--- src/scpr_pkg.sv ---
// Constants shared by the software generated interrupt clear-pending register block
// Operation
// - Writing one to a clear bit drops that interrupt's pending state from that source.
// - Writing zero to a clear bit leaves the pending state as it was.
// - A read returns whether the interrupt from that source is pending on the reader.
// - Pending state is held per pair of interrupt number and source processor.
// - Bits of unimplemented interrupts read zero and ignore writes.
// - Byte accesses act only on the addressed byte lanes, word accesses on all four.
// - With security present, group zero bits read zero to non-secure reads and ignore non-secure writes.
// - With fewer than eight processors, bits of absent sources read zero, ignore writes.
// - An access changes only the accessing processor's own pending state.
// - Four registers cover sixteen interrupts by eight sources, four per register.
// - The lowest interrupt of a register sits in bits 7:0, the highest in 31:24.
// - Each connected processor has its own bank, selected by the accessor.
// - The registers exist only in the second version; otherwise the space is reserved.
// - Interrupt x sits in byte x mod 4 of register x div 4.
// - Within a byte field the bit index is the source processor number.
// - An interrupt that is active and pending counts as pending.
package scpr_pkg;

    localparam int          SCPR_ADDR_W      = 12;
    localparam int          SCPR_DATA_W      = 32;
    localparam int          SCPR_STRB_W      = 4;
    localparam int          SCPR_CPU_W       = 3;
    localparam int          SCPR_MAX_CPU     = 8;
    localparam int          SCPR_NUM_SGI     = 16;
    localparam int          SCPR_NUM_REGS    = 4;
    localparam int          SCPR_LANE_W      = 8;
    localparam int          SCPR_PEND_W      = SCPR_NUM_SGI * SCPR_MAX_CPU;
    localparam logic [11:0] SCPR_BANK_BASE   = 12'hF10;
    localparam int          SCPR_PROT_NS_BIT = 1;
    localparam logic [1:0]  SCPR_RESP_OKAY   = 2'h0;
    localparam logic [1:0]  SCPR_RESP_SLVERR = 2'h2;

endpackage

--- src/scpr_pend_if.sv ---
// Carrier between the register logic and one target processor's pending store
`timescale 1ns/1ps
interface scpr_pend_if #(
    parameter int W = 128
);
    logic [W-1:0] clr_mask;
    logic [W-1:0] gen_mask;
    logic [W-1:0] pend;

    modport ctrl  (output clr_mask, output gen_mask, input pend);
    modport store (input clr_mask, input gen_mask, output pend);
endinterface

--- src/scpr_top.sv ---
// AXI4-Lite register block that reports and clears pending software interrupts
`timescale 1ns/1ps
module scpr_top
    import scpr_pkg::*;
#(
    parameter int          NCPU     = 8,
    parameter bit          SEC_EXT  = 1'b1,
    parameter bit          ARCH_V2  = 1'b1,
    parameter logic [15:0] SGI_IMPL = 16'hFFFF
)(
    input  wire logic                        aclk,
    input  wire logic                        aresetn,
    // Write address channel; awuser carries the accessing processor number
    input  wire logic [SCPR_ADDR_W-1:0]      s_axi_awaddr,
    input  wire logic [2:0]                  s_axi_awprot,
    input  wire logic [SCPR_CPU_W-1:0]       s_axi_awuser,
    input  wire logic                        s_axi_awvalid,
    output logic                             s_axi_awready,
    // Write data channel
    input  wire logic [SCPR_DATA_W-1:0]      s_axi_wdata,
    input  wire logic [SCPR_STRB_W-1:0]      s_axi_wstrb,
    input  wire logic                        s_axi_wvalid,
    output logic                             s_axi_wready,
    // Write response channel
    output logic [1:0]                       s_axi_bresp,
    output logic                             s_axi_bvalid,
    input  wire logic                        s_axi_bready,
    // Read address channel; aruser carries the accessing processor number
    input  wire logic [SCPR_ADDR_W-1:0]      s_axi_araddr,
    input  wire logic [2:0]                  s_axi_arprot,
    input  wire logic [SCPR_CPU_W-1:0]       s_axi_aruser,
    input  wire logic                        s_axi_arvalid,
    output logic                             s_axi_arready,
    // Read data channel
    output logic [SCPR_DATA_W-1:0]           s_axi_rdata,
    output logic [1:0]                       s_axi_rresp,
    output logic                             s_axi_rvalid,
    input  wire logic                        s_axi_rready,
    // Generation of an interrupt from a source towards a set of targets
    input  wire logic                        gen_valid,
    input  wire logic [3:0]                  gen_intid,
    input  wire logic [SCPR_CPU_W-1:0]       gen_src,
    input  wire logic [NCPU-1:0]             gen_targets,
    // Group of each interrupt per target, one means group one
    input  wire logic [NCPU*SCPR_NUM_SGI-1:0] sgi_group1,
    // Pending state per target, 128 bits each, bit = intid*8 + source
    output logic [NCPU*SCPR_PEND_W-1:0]      sgi_pending
);

    ////////////////////////////////////////////////////////////////////////////////
    // Elaboration checks

    // Source fields are eight bits wide, so more processors cannot be encoded
    if (NCPU < 1 || NCPU > SCPR_MAX_CPU) begin : g_bad_ncpu
        $error("scpr_top: NCPU must lie between 1 and 8");
    end

    ////////////////////////////////////////////////////////////////////////////////
    // Address helpers

    // The four words sit at the bank base and the three words above it
    function automatic logic addr_hit(input logic [SCPR_ADDR_W-1:0] addr);
        addr_hit = (addr[SCPR_ADDR_W-1:4] == SCPR_BANK_BASE[SCPR_ADDR_W-1:4]);
    endfunction

    // Register index n selects interrupts 4n to 4n+3
    function automatic logic [1:0] addr_word(input logic [SCPR_ADDR_W-1:0] addr);
        addr_word = addr[3:2];
    endfunction

    // A processor number beyond the build selects no bank at all
    function automatic logic cpu_ok(input logic [SCPR_CPU_W-1:0] cpu);
        cpu_ok = (32'(cpu) < NCPU);
    endfunction

    ////////////////////////////////////////////////////////////////////////////////
    // Write channel state

    logic                   awready_ff;
    logic                   aw_held_ff;
    logic [SCPR_ADDR_W-1:0] aw_addr_ff;
    logic                   aw_ns_ff;
    logic [SCPR_CPU_W-1:0]  aw_cpu_ff;
    logic                   wready_ff;
    logic                   w_held_ff;
    logic [SCPR_DATA_W-1:0] w_data_ff;
    logic [SCPR_STRB_W-1:0] w_strb_ff;
    logic                   bvalid_ff;
    logic [1:0]             bresp_ff;

    logic                   nxt_aw_held;
    logic                   nxt_w_held;
    logic                   nxt_bvalid;

    wire aw_take = s_axi_awvalid && awready_ff;
    wire w_take  = s_axi_wvalid && wready_ff;
    // The write is carried out once both halves are in and no response waits
    wire do_wr   = aw_held_ff && w_held_ff && !bvalid_ff;

    // Each half is held until the write happens; address and data in any order
    assign nxt_aw_held = aw_take ? 1'b1 : (do_wr ? 1'b0 : aw_held_ff);
    assign nxt_w_held  = w_take ? 1'b1 : (do_wr ? 1'b0 : w_held_ff);
    assign nxt_bvalid  = do_wr ? 1'b1 : ((bvalid_ff && s_axi_bready) ? 1'b0 : bvalid_ff);

    // Handshake flops; ready is low in reset and rises at the first edge after
    always_ff @(posedge aclk) begin
        if (!aresetn) begin
            aw_held_ff <= 1'b0;
            w_held_ff  <= 1'b0;
            awready_ff <= 1'b0;
            wready_ff  <= 1'b0;
            bvalid_ff  <= 1'b0;
        end else begin
            aw_held_ff <= nxt_aw_held;
            w_held_ff  <= nxt_w_held;
            awready_ff <= !nxt_aw_held;
            wready_ff  <= !nxt_w_held;
            bvalid_ff  <= nxt_bvalid;
        end
    end

    // Captured address, attributes and data
    always_ff @(posedge aclk) begin
        if (!aresetn) begin
            aw_addr_ff <= '0;
            aw_ns_ff   <= 1'b0;
            aw_cpu_ff  <= '0;
            w_data_ff  <= '0;
            w_strb_ff  <= '0;
        end else begin
            if (aw_take) begin
                aw_addr_ff <= s_axi_awaddr;
                aw_ns_ff   <= s_axi_awprot[SCPR_PROT_NS_BIT];
                aw_cpu_ff  <= s_axi_awuser;
            end
            if (w_take) begin
                w_data_ff <= s_axi_wdata;
                w_strb_ff <= s_axi_wstrb;
            end
        end
    end

    ////////////////////////////////////////////////////////////////////////////////
    // Write decode

    wire                   wr_hit   = addr_hit(aw_addr_ff);
    wire [1:0]             wr_word  = addr_word(aw_addr_ff);
    wire                   wr_cpuok = cpu_ok(aw_cpu_ff);
    wire [SCPR_CPU_W-1:0]  wr_cpu   = wr_cpuok ? aw_cpu_ff : '0;
    // First version leaves the space reserved: writes are accepted and ignored
    wire                   wr_act   = do_wr && wr_hit && ARCH_V2 && wr_cpuok;
    wire [SCPR_DATA_W-1:0] wr_mask;
    wire [SCPR_DATA_W-1:0] wr_bits  = w_data_ff & wr_mask;
    wire [SCPR_PEND_W-1:0] wr_clr   = SCPR_PEND_W'(wr_bits) << {wr_word, 5'h00};

    scpr_lane_mask #(
        .NCPU     (NCPU),
        .SEC_EXT  (SEC_EXT),
        .SGI_IMPL (SGI_IMPL)
    ) u_wr_mask (
        .word_idx  (wr_word),
        .nonsecure (aw_ns_ff),
        .group1    (sgi_group1[wr_cpu*SCPR_NUM_SGI +: SCPR_NUM_SGI]),
        .strb      (w_strb_ff),
        .mask      (wr_mask)
    );

    // Response: an address outside the four words is refused with an error
    always_ff @(posedge aclk) begin
        if (!aresetn) begin
            bresp_ff <= SCPR_RESP_OKAY;
        end else if (do_wr) begin
            bresp_ff <= wr_hit ? SCPR_RESP_OKAY : SCPR_RESP_SLVERR;
        end
    end

    ////////////////////////////////////////////////////////////////////////////////
    // Generation decode

    wire                   gen_ok  = gen_valid && cpu_ok(gen_src) && SGI_IMPL[gen_intid];
    // Bit intid*8 + source, the same layout the registers use
    wire [SCPR_PEND_W-1:0] gen_bit = SCPR_PEND_W'(1) << {gen_intid, gen_src};

    ////////////////////////////////////////////////////////////////////////////////
    // Per-target pending stores

    scpr_pend_if #(.W(SCPR_PEND_W)) pend_bus [NCPU] ();
    wire [NCPU*SCPR_PEND_W-1:0] pend_flat;

    for (genvar t = 0; t < NCPU; t++) begin : g_target
        // A write only reaches the bank of the processor that made it
        assign pend_bus[t].clr_mask = (wr_act && (32'(aw_cpu_ff) == t)) ? wr_clr : '0;
        assign pend_bus[t].gen_mask = (gen_ok && gen_targets[t]) ? gen_bit : '0;
        assign pend_flat[t*SCPR_PEND_W +: SCPR_PEND_W] = pend_bus[t].pend;

        scpr_pend_store u_store (
            .aclk    (aclk),
            .aresetn (aresetn),
            .bus     (pend_bus[t])
        );
    end

    // Store outputs are flops, passed through without logic
    assign sgi_pending = pend_flat;

    ////////////////////////////////////////////////////////////////////////////////
    // Read channel

    logic                   arready_ff;
    logic                   rvalid_ff;
    logic [SCPR_DATA_W-1:0] rdata_ff;
    logic [1:0]             rresp_ff;
    logic                   nxt_rvalid;

    wire                   ar_take  = s_axi_arvalid && arready_ff;
    wire                   rd_hit   = addr_hit(s_axi_araddr);
    wire [1:0]             rd_word  = addr_word(s_axi_araddr);
    wire                   rd_cpuok = cpu_ok(s_axi_aruser);
    wire [SCPR_CPU_W-1:0]  rd_cpu   = rd_cpuok ? s_axi_aruser : '0;
    wire                   rd_ok    = rd_hit && ARCH_V2 && rd_cpuok;
    wire [SCPR_DATA_W-1:0] rd_mask;
    // Reader's own bank, chosen word; masked bits read as zero
    wire [SCPR_DATA_W-1:0] rd_raw   =
        pend_flat[rd_cpu*SCPR_PEND_W + 32'(rd_word)*SCPR_DATA_W +: SCPR_DATA_W];
    wire [SCPR_DATA_W-1:0] rd_word_val = rd_ok ? (rd_raw & rd_mask) : '0;

    // Reads return all four lanes; strobes do not exist on the read side
    scpr_lane_mask #(
        .NCPU     (NCPU),
        .SEC_EXT  (SEC_EXT),
        .SGI_IMPL (SGI_IMPL)
    ) u_rd_mask (
        .word_idx  (rd_word),
        .nonsecure (s_axi_arprot[SCPR_PROT_NS_BIT]),
        .group1    (sgi_group1[rd_cpu*SCPR_NUM_SGI +: SCPR_NUM_SGI]),
        .strb      ({SCPR_STRB_W{1'b1}}),
        .mask      (rd_mask)
    );

    assign nxt_rvalid = ar_take ? 1'b1 : ((rvalid_ff && s_axi_rready) ? 1'b0 : rvalid_ff);

    // One read at a time: a new address is taken only after the data leaves
    always_ff @(posedge aclk) begin
        if (!aresetn) begin
            arready_ff <= 1'b0;
            rvalid_ff  <= 1'b0;
        end else begin
            arready_ff <= !nxt_rvalid;
            rvalid_ff  <= nxt_rvalid;
        end
    end

    // Data is sampled at the taking edge, so it reflects state at that cycle
    always_ff @(posedge aclk) begin
        if (!aresetn) begin
            rdata_ff <= '0;
            rresp_ff <= SCPR_RESP_OKAY;
        end else if (ar_take) begin
            rdata_ff <= rd_word_val;
            rresp_ff <= rd_hit ? SCPR_RESP_OKAY : SCPR_RESP_SLVERR;
        end
    end

    ////////////////////////////////////////////////////////////////////////////////
    // Bus outputs

    assign s_axi_awready = awready_ff;
    assign s_axi_wready  = wready_ff;
    assign s_axi_bvalid  = bvalid_ff;
    assign s_axi_bresp   = bresp_ff;
    assign s_axi_arready = arready_ff;
    assign s_axi_rvalid  = rvalid_ff;
    assign s_axi_rdata   = rdata_ff;
    assign s_axi_rresp   = rresp_ff;

endmodule

--- src/scpr_pend_store.sv ---
// Pending state of all interrupt and source pairs for one target processor
`timescale 1ns/1ps
module scpr_pend_store
    import scpr_pkg::*;
(
    input  wire logic  aclk,
    input  wire logic  aresetn,
    scpr_pend_if.store bus
);

    logic [SCPR_PEND_W-1:0] pending_ff;
    logic [SCPR_PEND_W-1:0] nxt_pending;

    // Set after clear, so a generation in the clearing cycle survives
    assign nxt_pending = (pending_ff & ~bus.clr_mask) | bus.gen_mask;

    // One flop per pair; active and pending stays set here until cleared
    always_ff @(posedge aclk) begin
        if (!aresetn) begin
            pending_ff <= '0;
        end else begin
            pending_ff <= nxt_pending;
        end
    end

    assign bus.pend = pending_ff;

endmodule

--- src/scpr_lane_mask.sv ---
// Per-bit access mask for one register word: lanes, sources, groups, implemented
`timescale 1ns/1ps
module scpr_lane_mask
    import scpr_pkg::*;
#(
    parameter int          NCPU     = 8,
    parameter bit          SEC_EXT  = 1'b1,
    parameter logic [15:0] SGI_IMPL = 16'hFFFF
)(
    input  wire logic [1:0]              word_idx,
    input  wire logic                    nonsecure,
    input  wire logic [SCPR_NUM_SGI-1:0] group1,
    input  wire logic [SCPR_STRB_W-1:0]  strb,
    output logic      [SCPR_DATA_W-1:0]  mask
);

    // Byte k of word n is interrupt 4n+k, bit s of it is source s
    for (genvar k = 0; k < SCPR_STRB_W; k++) begin : g_lane
        wire [3:0] intid = {word_idx, 2'(k)};
        wire       lane_ok = strb[k]
                             && SGI_IMPL[intid]
                             && !(SEC_EXT && nonsecure && !group1[intid]);
        for (genvar s = 0; s < SCPR_LANE_W; s++) begin : g_src
            assign mask[k*SCPR_LANE_W + s] = lane_ok && (s < NCPU);
        end
    end

endmodule

--- config.mk ---
export PLATFORM = sky130hd
export DESIGN_NAME = scpr_top
export DESIGN_NICKNAME = d
export VERILOG_FILES = /design/src/scpr_pkg.sv /design/src/scpr_pend_if.sv /design/src/scpr_top.sv /design/src/scpr_pend_store.sv /design/src/scpr_lane_mask.sv
export SDC_FILE = /design/constraint.sdc
export NUM_CORES = 2
export LEC_CHECK = 0
export ABC_AREA = 1
export BUFFER_PORTS_ARGS = -buffer_cell sky130_fd_sc_hd__clkbuf_2
export CORE_AREA = 2 2 503 505
export DETAILED_ROUTE_END_ITERATION = 6
export DIE_AREA = 0 0 505 507
export PLACE_DENSITY = 0.41
export SYNTH_ARGS = -nofsm -noshare
export SYNTH_HDL_FRONTEND = slang
export SYNTH_SLANG_ARGS = --single-unit
--- constraint.sdc ---
create_clock -name aclk -period 3 [get_ports aclk]
set_clock_uncertainty 0.1 [all_clocks]
set_input_delay 0.3 -clock aclk [delete_from_list [all_inputs] [get_ports aclk]]
set_output_delay 0.3 -clock aclk [all_outputs]
set_load 0.02 [all_outputs]
Word-level counts from Yosys, hierarchy flattened:

Memory sizes are Yosys's and may differ from the RTL's.
Cells that the tools add are included.

* bits of input ports: 223
* logic and storage cells: 195
* output and inout bits: 1065
* ROM bits: 16
* flip-flop bits (word level): 1119
* memories: 1

Memory list
* (no name shown): depth 16, width 1, read ports 1, clocked after Yosys merged registers in 0, write ports 0, line scpr_top.sv:180 `wire gen_ok = gen_valid && cpu_ok(gen_src) && SGI_IMPL[gen_intid];`

* eq/ne operators: 9
* add/subtract/negate cells: 1
* bitwise gates (word level): 26
* shift-type cells: 5
* reductions and logical operators: 67
* magnitude comparators: 9
* muxes and demuxes: 54

Operator list (number)
* 2-to-1 mux 128 bit: 16
* bitwise AND 128 bit: 8
* NOT 128 bit: 8
* OR 128 bit: 8
* variable part select 1024 x 12 -> 32 bit: 1
* variable part select 128 x 8 -> 16 bit: 2
* left shift 1 x 7 -> 128 bit, first input constant: 1
* left shift 32 x 7 -> 128 bit: 1
* bitwise AND 32 bit: 2
* logical AND 1 bit: 45
* less-than comparator 4 x 5 -> 1 bit, second input constant: 9
* 2-to-1 mux 32 bit: 1
* 2-to-1 mux 1 bit: 25
* binary-select mux 1 bit (select 2 bit): 10
* zero test 1 bit: 20
* equality test 8 bit, second input constant: 2
* equality test 3 bit, second input constant: 4
* adder 10 x 7 -> 11 bit: 1
* equality test 3 x 2 -> 1 bit, second input constant: 2
* 2-to-1 mux 2 bit: 2
* equality test 3 x 1 -> 1 bit, second input constant: 1
* zero test 3 bit: 1
* nonzero test 2 bit: 1

Logic depth before layout (Yosys ltp):

* depth in word-level cells: 13
* gate-level depth with buffers: 17
* depth with buffers taken out: 14

By module:

From an unflattened synthesis, not the netlist that was laid out.

* cells, all modules: 11778
* area, all modules: 67936.4 µm²

By module, submodules not included
* scpr_pend_store: cells each 655, area each 4804.6 µm², sequential area each 2562.5 µm², times used 8
* scpr_top: cells each 6364, area each 28556.1 µm², sequential area each 1821.7 µm², times used 1
* scpr_lane_mask: cells each 87, area each 471.7 µm², sequential area each 0.0 µm², times used 2

Worst setup path after synthesis:

OpenSTA, ideal clock, no wires.

* path kind: register -> register
* from: reg aw_cpu_ff[0]
* to: reg g_target[1].u_store.pending_ff[127]
* library setup time: 132 ps
* path buffers: 4
* period minus slack after synthesis: 2116 ps
* slack: 884 ps
* arrival time: 1884 ps
* data required time: 2768 ps
* cell stages (with the launch flop): 17
* cells stage by stage: dfxtp_1 buf_6 buf_6 buf_6 o21ai_1 nand2_1 nand3_1 nand3_1 nand2_1 nand2_2 nand3_4 nand3_4 nor2_4 buf_6 nand3_2 nand2_1 a21oi_1

* cells in the longest elaborated chain, start to end: 13
* elaborated cells between the ends (all ways): 15
* classes of those cells: eq/ne (1); shift (2); mux (3); bitwise (4); reduce/logical (5)

Ends and longest elaborated chain
* from (decl): line scpr_top.sv:83 `logic [SCPR_CPU_W-1:0] aw_cpu_ff;`
* from (signal assigned): line scpr_top.sv:134 `aw_cpu_ff <= s_axi_awuser;`
* variable part select 128 x 8 -> 16 bit: line scpr_top.sv:163 `.group1 (sgi_group1[wr_cpu*SCPR_NUM_SGI +: SCPR_NUM_SGI]),`
* binary-select mux 1 bit (select 2 bit): line scpr_lane_mask.sv:22 `&& !(SEC_EXT && nonsecure && !group1[intid]);`
* 2-to-1 mux 1 bit (implied by the code): line scpr_lane_mask.sv:22
* zero test 1 bit: line scpr_lane_mask.sv:22
* logical AND 1 bit: line scpr_lane_mask.sv:22
* zero test 1 bit: line scpr_lane_mask.sv:22
* logical AND 1 bit: line scpr_lane_mask.sv:22
* bitwise AND 32 bit: line scpr_top.sv:153 `wire [SCPR_DATA_W-1:0] wr_bits = w_data_ff & wr_mask;`
* left shift 32 x 7 -> 128 bit: line scpr_top.sv:154 `wire [SCPR_PEND_W-1:0] wr_clr = SCPR_PEND_W'(wr_bits) << {wr_word, 5'h00};`
* 2-to-1 mux 128 bit (*): line scpr_top.sv:192 `assign pend_bus[t].clr_mask = (wr_act && (32'(aw_cpu_ff) == t)) ? wr_clr : '0;`
* NOT 128 bit (*): line scpr_pend_store.sv:15 `assign nxt_pending = (pending_ff & ~bus.clr_mask) | bus.gen_mask;`
* bitwise AND 128 bit (*): line scpr_pend_store.sv:15
* OR 128 bit (*): line scpr_pend_store.sv:15
* to (signal assigned): line scpr_pend_store.sv:22 `pending_ff <= nxt_pending;`
* to (decl): line scpr_pend_store.sv:11 `logic [SCPR_PEND_W-1:0] pending_ff;`

Mark *: on every way between the ends. The rest lies on a longest branch, timed or not. The select of a mux whose other input is x is not followed.
A chain may end at the register's enable or synchronous reset.

Final worst setup path:

* from: reg aw_cpu_ff[0]
* to: reg g_target[1].u_store.pending_ff[42]

The elaborated chain is that of the path after synthesis.

==> impl_metrics.json <==
{
  "dr.pass1.iters": 6,
  "setup_ws_ns": 0.1740,
  "p_leak_uw": 0.02747,
  "p_clk_share_pct": 49.1,
  "die_h_um": 507,
  "ir_drop_v": 0.0004488,
  "critPathCaptureType": "register",
  "cp_data_arrival_time_ns": 3.42,
  "drtIter0Drc": 8300,
  "cts.sink_count": 1115,
  "gp_congestion": 0.9289,
  "track_usage_pct": 33.49,
  "p_int_uw": 26720,
  "antenna_found_initial": 9,
  "combPwrFrac_pct": 11.5,
  "path_clk_slew_ns": 0.06,
  "seqPwrFrac_pct": 39.4,
  "io_pins": 1288,
  "synth.avg_cell_area_um2": 6.535,
  "stdcell_count": 13600,
  "crit_family": "simple AND/OR/NAND/NOR gates",
  "swShare_pct": 29.87,
  "io_buffers": 1277,
  "ys_seq_elements": 1115,
  "cts_root_buf": "clkbuf_16",
  "cpMaxStageDelayCell": "dfxtp_2",
  "start_util_pct": 23.38,
  "postCtsSetupBuffers": 0,
  "p_sw_uw": 11380,
  "rsz0062_at_grt": "false",
  "die_x_um": 505,
  "path_cells": "inv_4 -> nand2_1 -> nor2_1 -> nor2_1 -> nand3_1 -> nand3_1 -> nand2_1 -> nand2_2 -> nand3_4 -> nand3_4 -> nor2_4 -> buf_12 -> nand3_1 -> nand2_1 -> a21oi_1",
  "synth_area_um2": 58560,
  "worstMarginPinSlew_ns": 1.155,
  "wirelength_um": 450700,
  "outcome": "finished, final reports clean",
  "startpoint_type": "register",
  "hold_path_class": "input port to register",
  "synthCells": 8961,
  "drv_slew": 0,
  "clk_path_buf_depth": 3,
  "cp.required_ns": 3.59,
  "layout-drive-gt1-share_pct": 21.65,
  "setup_viol": 0,
  "max_freq_mhz": 353.9,
  "yosysWarnings": 0,
  "cp_max_fo": 16,
  "die_area_um2": 256000,
  "grt_max_degree": 155,
  "place_area_um2": 71610,
  "area_growth_syn_to_layout_pct": 32.27,
  "routedWlPerCell_um": 33.14,
  "clk_latency_ns": 0.82,
  "rows": 184,
  "finalInstanceArea_um2": 77460,
  "antenna_left": 0,
  "ys_seq_area_share_pct": 38.11,
  "cts_buffers": 148,
  "path_class": "register to register",
  "maxCapViolations": 0,
  "max_stage_delay_ns": 0.36,
  "grt_pass1_wl_um": 602600,
  "cts_tree": "built",
  "cp_num_buf_inv": 2,
  "viasPerCell": 5.425,
  "slew_headroom_pct": 23.01,
  "core_area_um2": 250500,
  "pre_cts_slack_ns": 0.1811,
  "min_period_ns": 2.826,
  "vias": 73780,
  "hold_violations": 0,
  "placed_cells": 13246,
  "drc_errors": 0,
  "overflow": 0,
  "finalCritPeriodShare_pct": 94.20,
  "layout.nets": 10356,
  "cts_max_level": 4,
  "powerDensity_nw_per_um2": 491.9,
  "synth_cell_type_count": 32,
  "finalSetupTns_ns": 0,
  "grt_pass1_vias": 68774,
  "hpwl_um": 330200
}
timing repair:
item | in CTS | in global routing
hold buffers | 85 | 0
endpoints found under the hold margin | 131 | 0
resized for setup | 0 | 1
setup endpoints to repair | 0 | 9
worst paths after layout:
| kind | slack, ns | cells after the start | from | end |
|---|---|---|---|---|
| worst max-delay path | 0.17 | 15 | aw_cpu_ff[0] | g_target[1].u_store.bus.pend[42] |
| worst min-delay path | 0.05 | 5 | s_axi_arprot[1] | s_axi_rdata[23] |
| worst max register to register | 0.17 | 15 | aw_cpu_ff[0] | g_target[1].u_store.bus.pend[42] |
| worst min register to register | 0.37 | 2 | s_axi_rdata[18] | s_axi_rdata[18] |
metal layers:
metal | vias up | share of wire (%) | GRT usage (%)
met2 | 4099 | 48 | 56.88
li1 | 32464 | - | -
met4 | 0 | 7.1 | 20.06
met5 | - | 0 | 0
met3 | 925 | 9.9 | 10.49
met1 | 36292 | 35 | 36.49
cell type report:
cell class,instances,area (um2)
fillers,27735,173000
multi-input cells,6920,32270
flip-flops and latches,1115,22330
repair buffers,1868,13310
clock buffers,225,4397
well taps,3348,4189
clock inverters,38,585.6
inverters,80,369.1
diodes,6,15.01
cell usage in the layout (no fill, tap or decap), types with 10 or more instances in the layout:
master / count
nand2_1: 3157
a21oi_1: 1566
clkbuf_2: 1271
nand3_1: 1217
dfxtp_1: 1112
buf_4: 328
nor2_1: 269
o21ai_0: 187
buf_12: 178
clkbuf_16: 151
a22oi_1: 104
dlygate4sd3_1: 85
nor2_4: 64
o211ai_1: 62
inv_1: 59
a221oi_1: 58
nor2_2: 51
nand4_1: 45
clkbuf_1: 40
nand3_4: 36
clkbuf_8: 34
a32oi_1: 25
clkinv_2: 20
nand3_2: 11
a32o_1: 11
o221ai_1: 11
or2_2: 11
nor3_2: 10
Yosys cell counts:
cell type	instances	area share, %
nand2_1	3158	20
a21oi_1	1566	13
nand3_1	1218	10
dfxtp_1	1115	38
clkbuf_1	577	3.7
nor2_1	320	2.1
o21ai_0	187	1.6
a22oi_1	104	1.3
buf_1	98	0.63
buf_2	89	0.76
inv_1	70	0.45
buf_6	69	1.3
nor2_4	64	1.2
o211ai_1	62	0.79
a221oi_1	58	0.87
nand4_1	45	0.48
nand3_4	36	1.1
a32oi_1	25	0.37
nor3_1	16	0.14
buf_4	14	0.18
a32o_1	11	0.19
o221ai_1	11	0.16
or2_2	11	0.12
nand3_2	10	0.17
o21ai_1	9	0.077
inv_2	5	0.032
nand2_2	5	0.053
clkinv_1	4	0.026
a31oi_1	1	0.011
conb_1	1	0.0064
inv_4	1	0.011
nor4_1	1	0.011
through the flow:
step,utilization [%],hold slack (ns),total power [uW]
after floorplan,-,0.3292,17460
after global placement,28.59,0.3449,19560
after detailed placement,28.59,0.3481,19570
after CTS,30.92,0.0007420,38310
after global routing,30.92,0.03789,39100
final,30.93,0.04878,38110
power by group through the flow:
stage	clock (uW)	combinational [uW]	sequential, uW
after floorplan	0	2130	15300
final	18700	4380	15000
after global placement	0	4210	15300
after detailed placement	0	4220	15400
after CTS	19000	4330	15000
after global routing	19500	4570	15000
worst register-to-register path: stages, from the launching register on:
cell	delay, ns
dfxtp_2	0.36
inv_4	0.21
nand2_1	0.33
nor2_1	0.18
nor2_1	0.06
nand3_1	0.07
nand3_1	0.07
nand2_1	0.12
nand2_2	0.08
nand3_4	0.27
nand3_4	0.22
nor2_4	0.17
buf_12	0.18
nand3_1	0.14
nand2_1	0.09
a21oi_1	0.06
logic make-up after synthesis:
| logic type | after synthesis | share of synthesized area, % |
|---|---|---|
| buffers and inverters | 927 | 7.110 |
| other | 1 | 0.006403 |
| AOI/OAI and AO/OA | 2034 | 18.79 |
| and+or+nand+nor | 4884 | 35.98 |
| DFF | 1115 | 38.11 |
state kept, by name (all words and copies together), names as in the netlist, 3 cells and up:
signal and cells:
w_strb_ff 4, aw_addr_ff 10, w_data_ff 32, g_target.u_store.bus.pend 1024, aw_cpu_ff 3, s_axi_rdata 32
No activity file was read; power rests on OpenSTA's default activity.
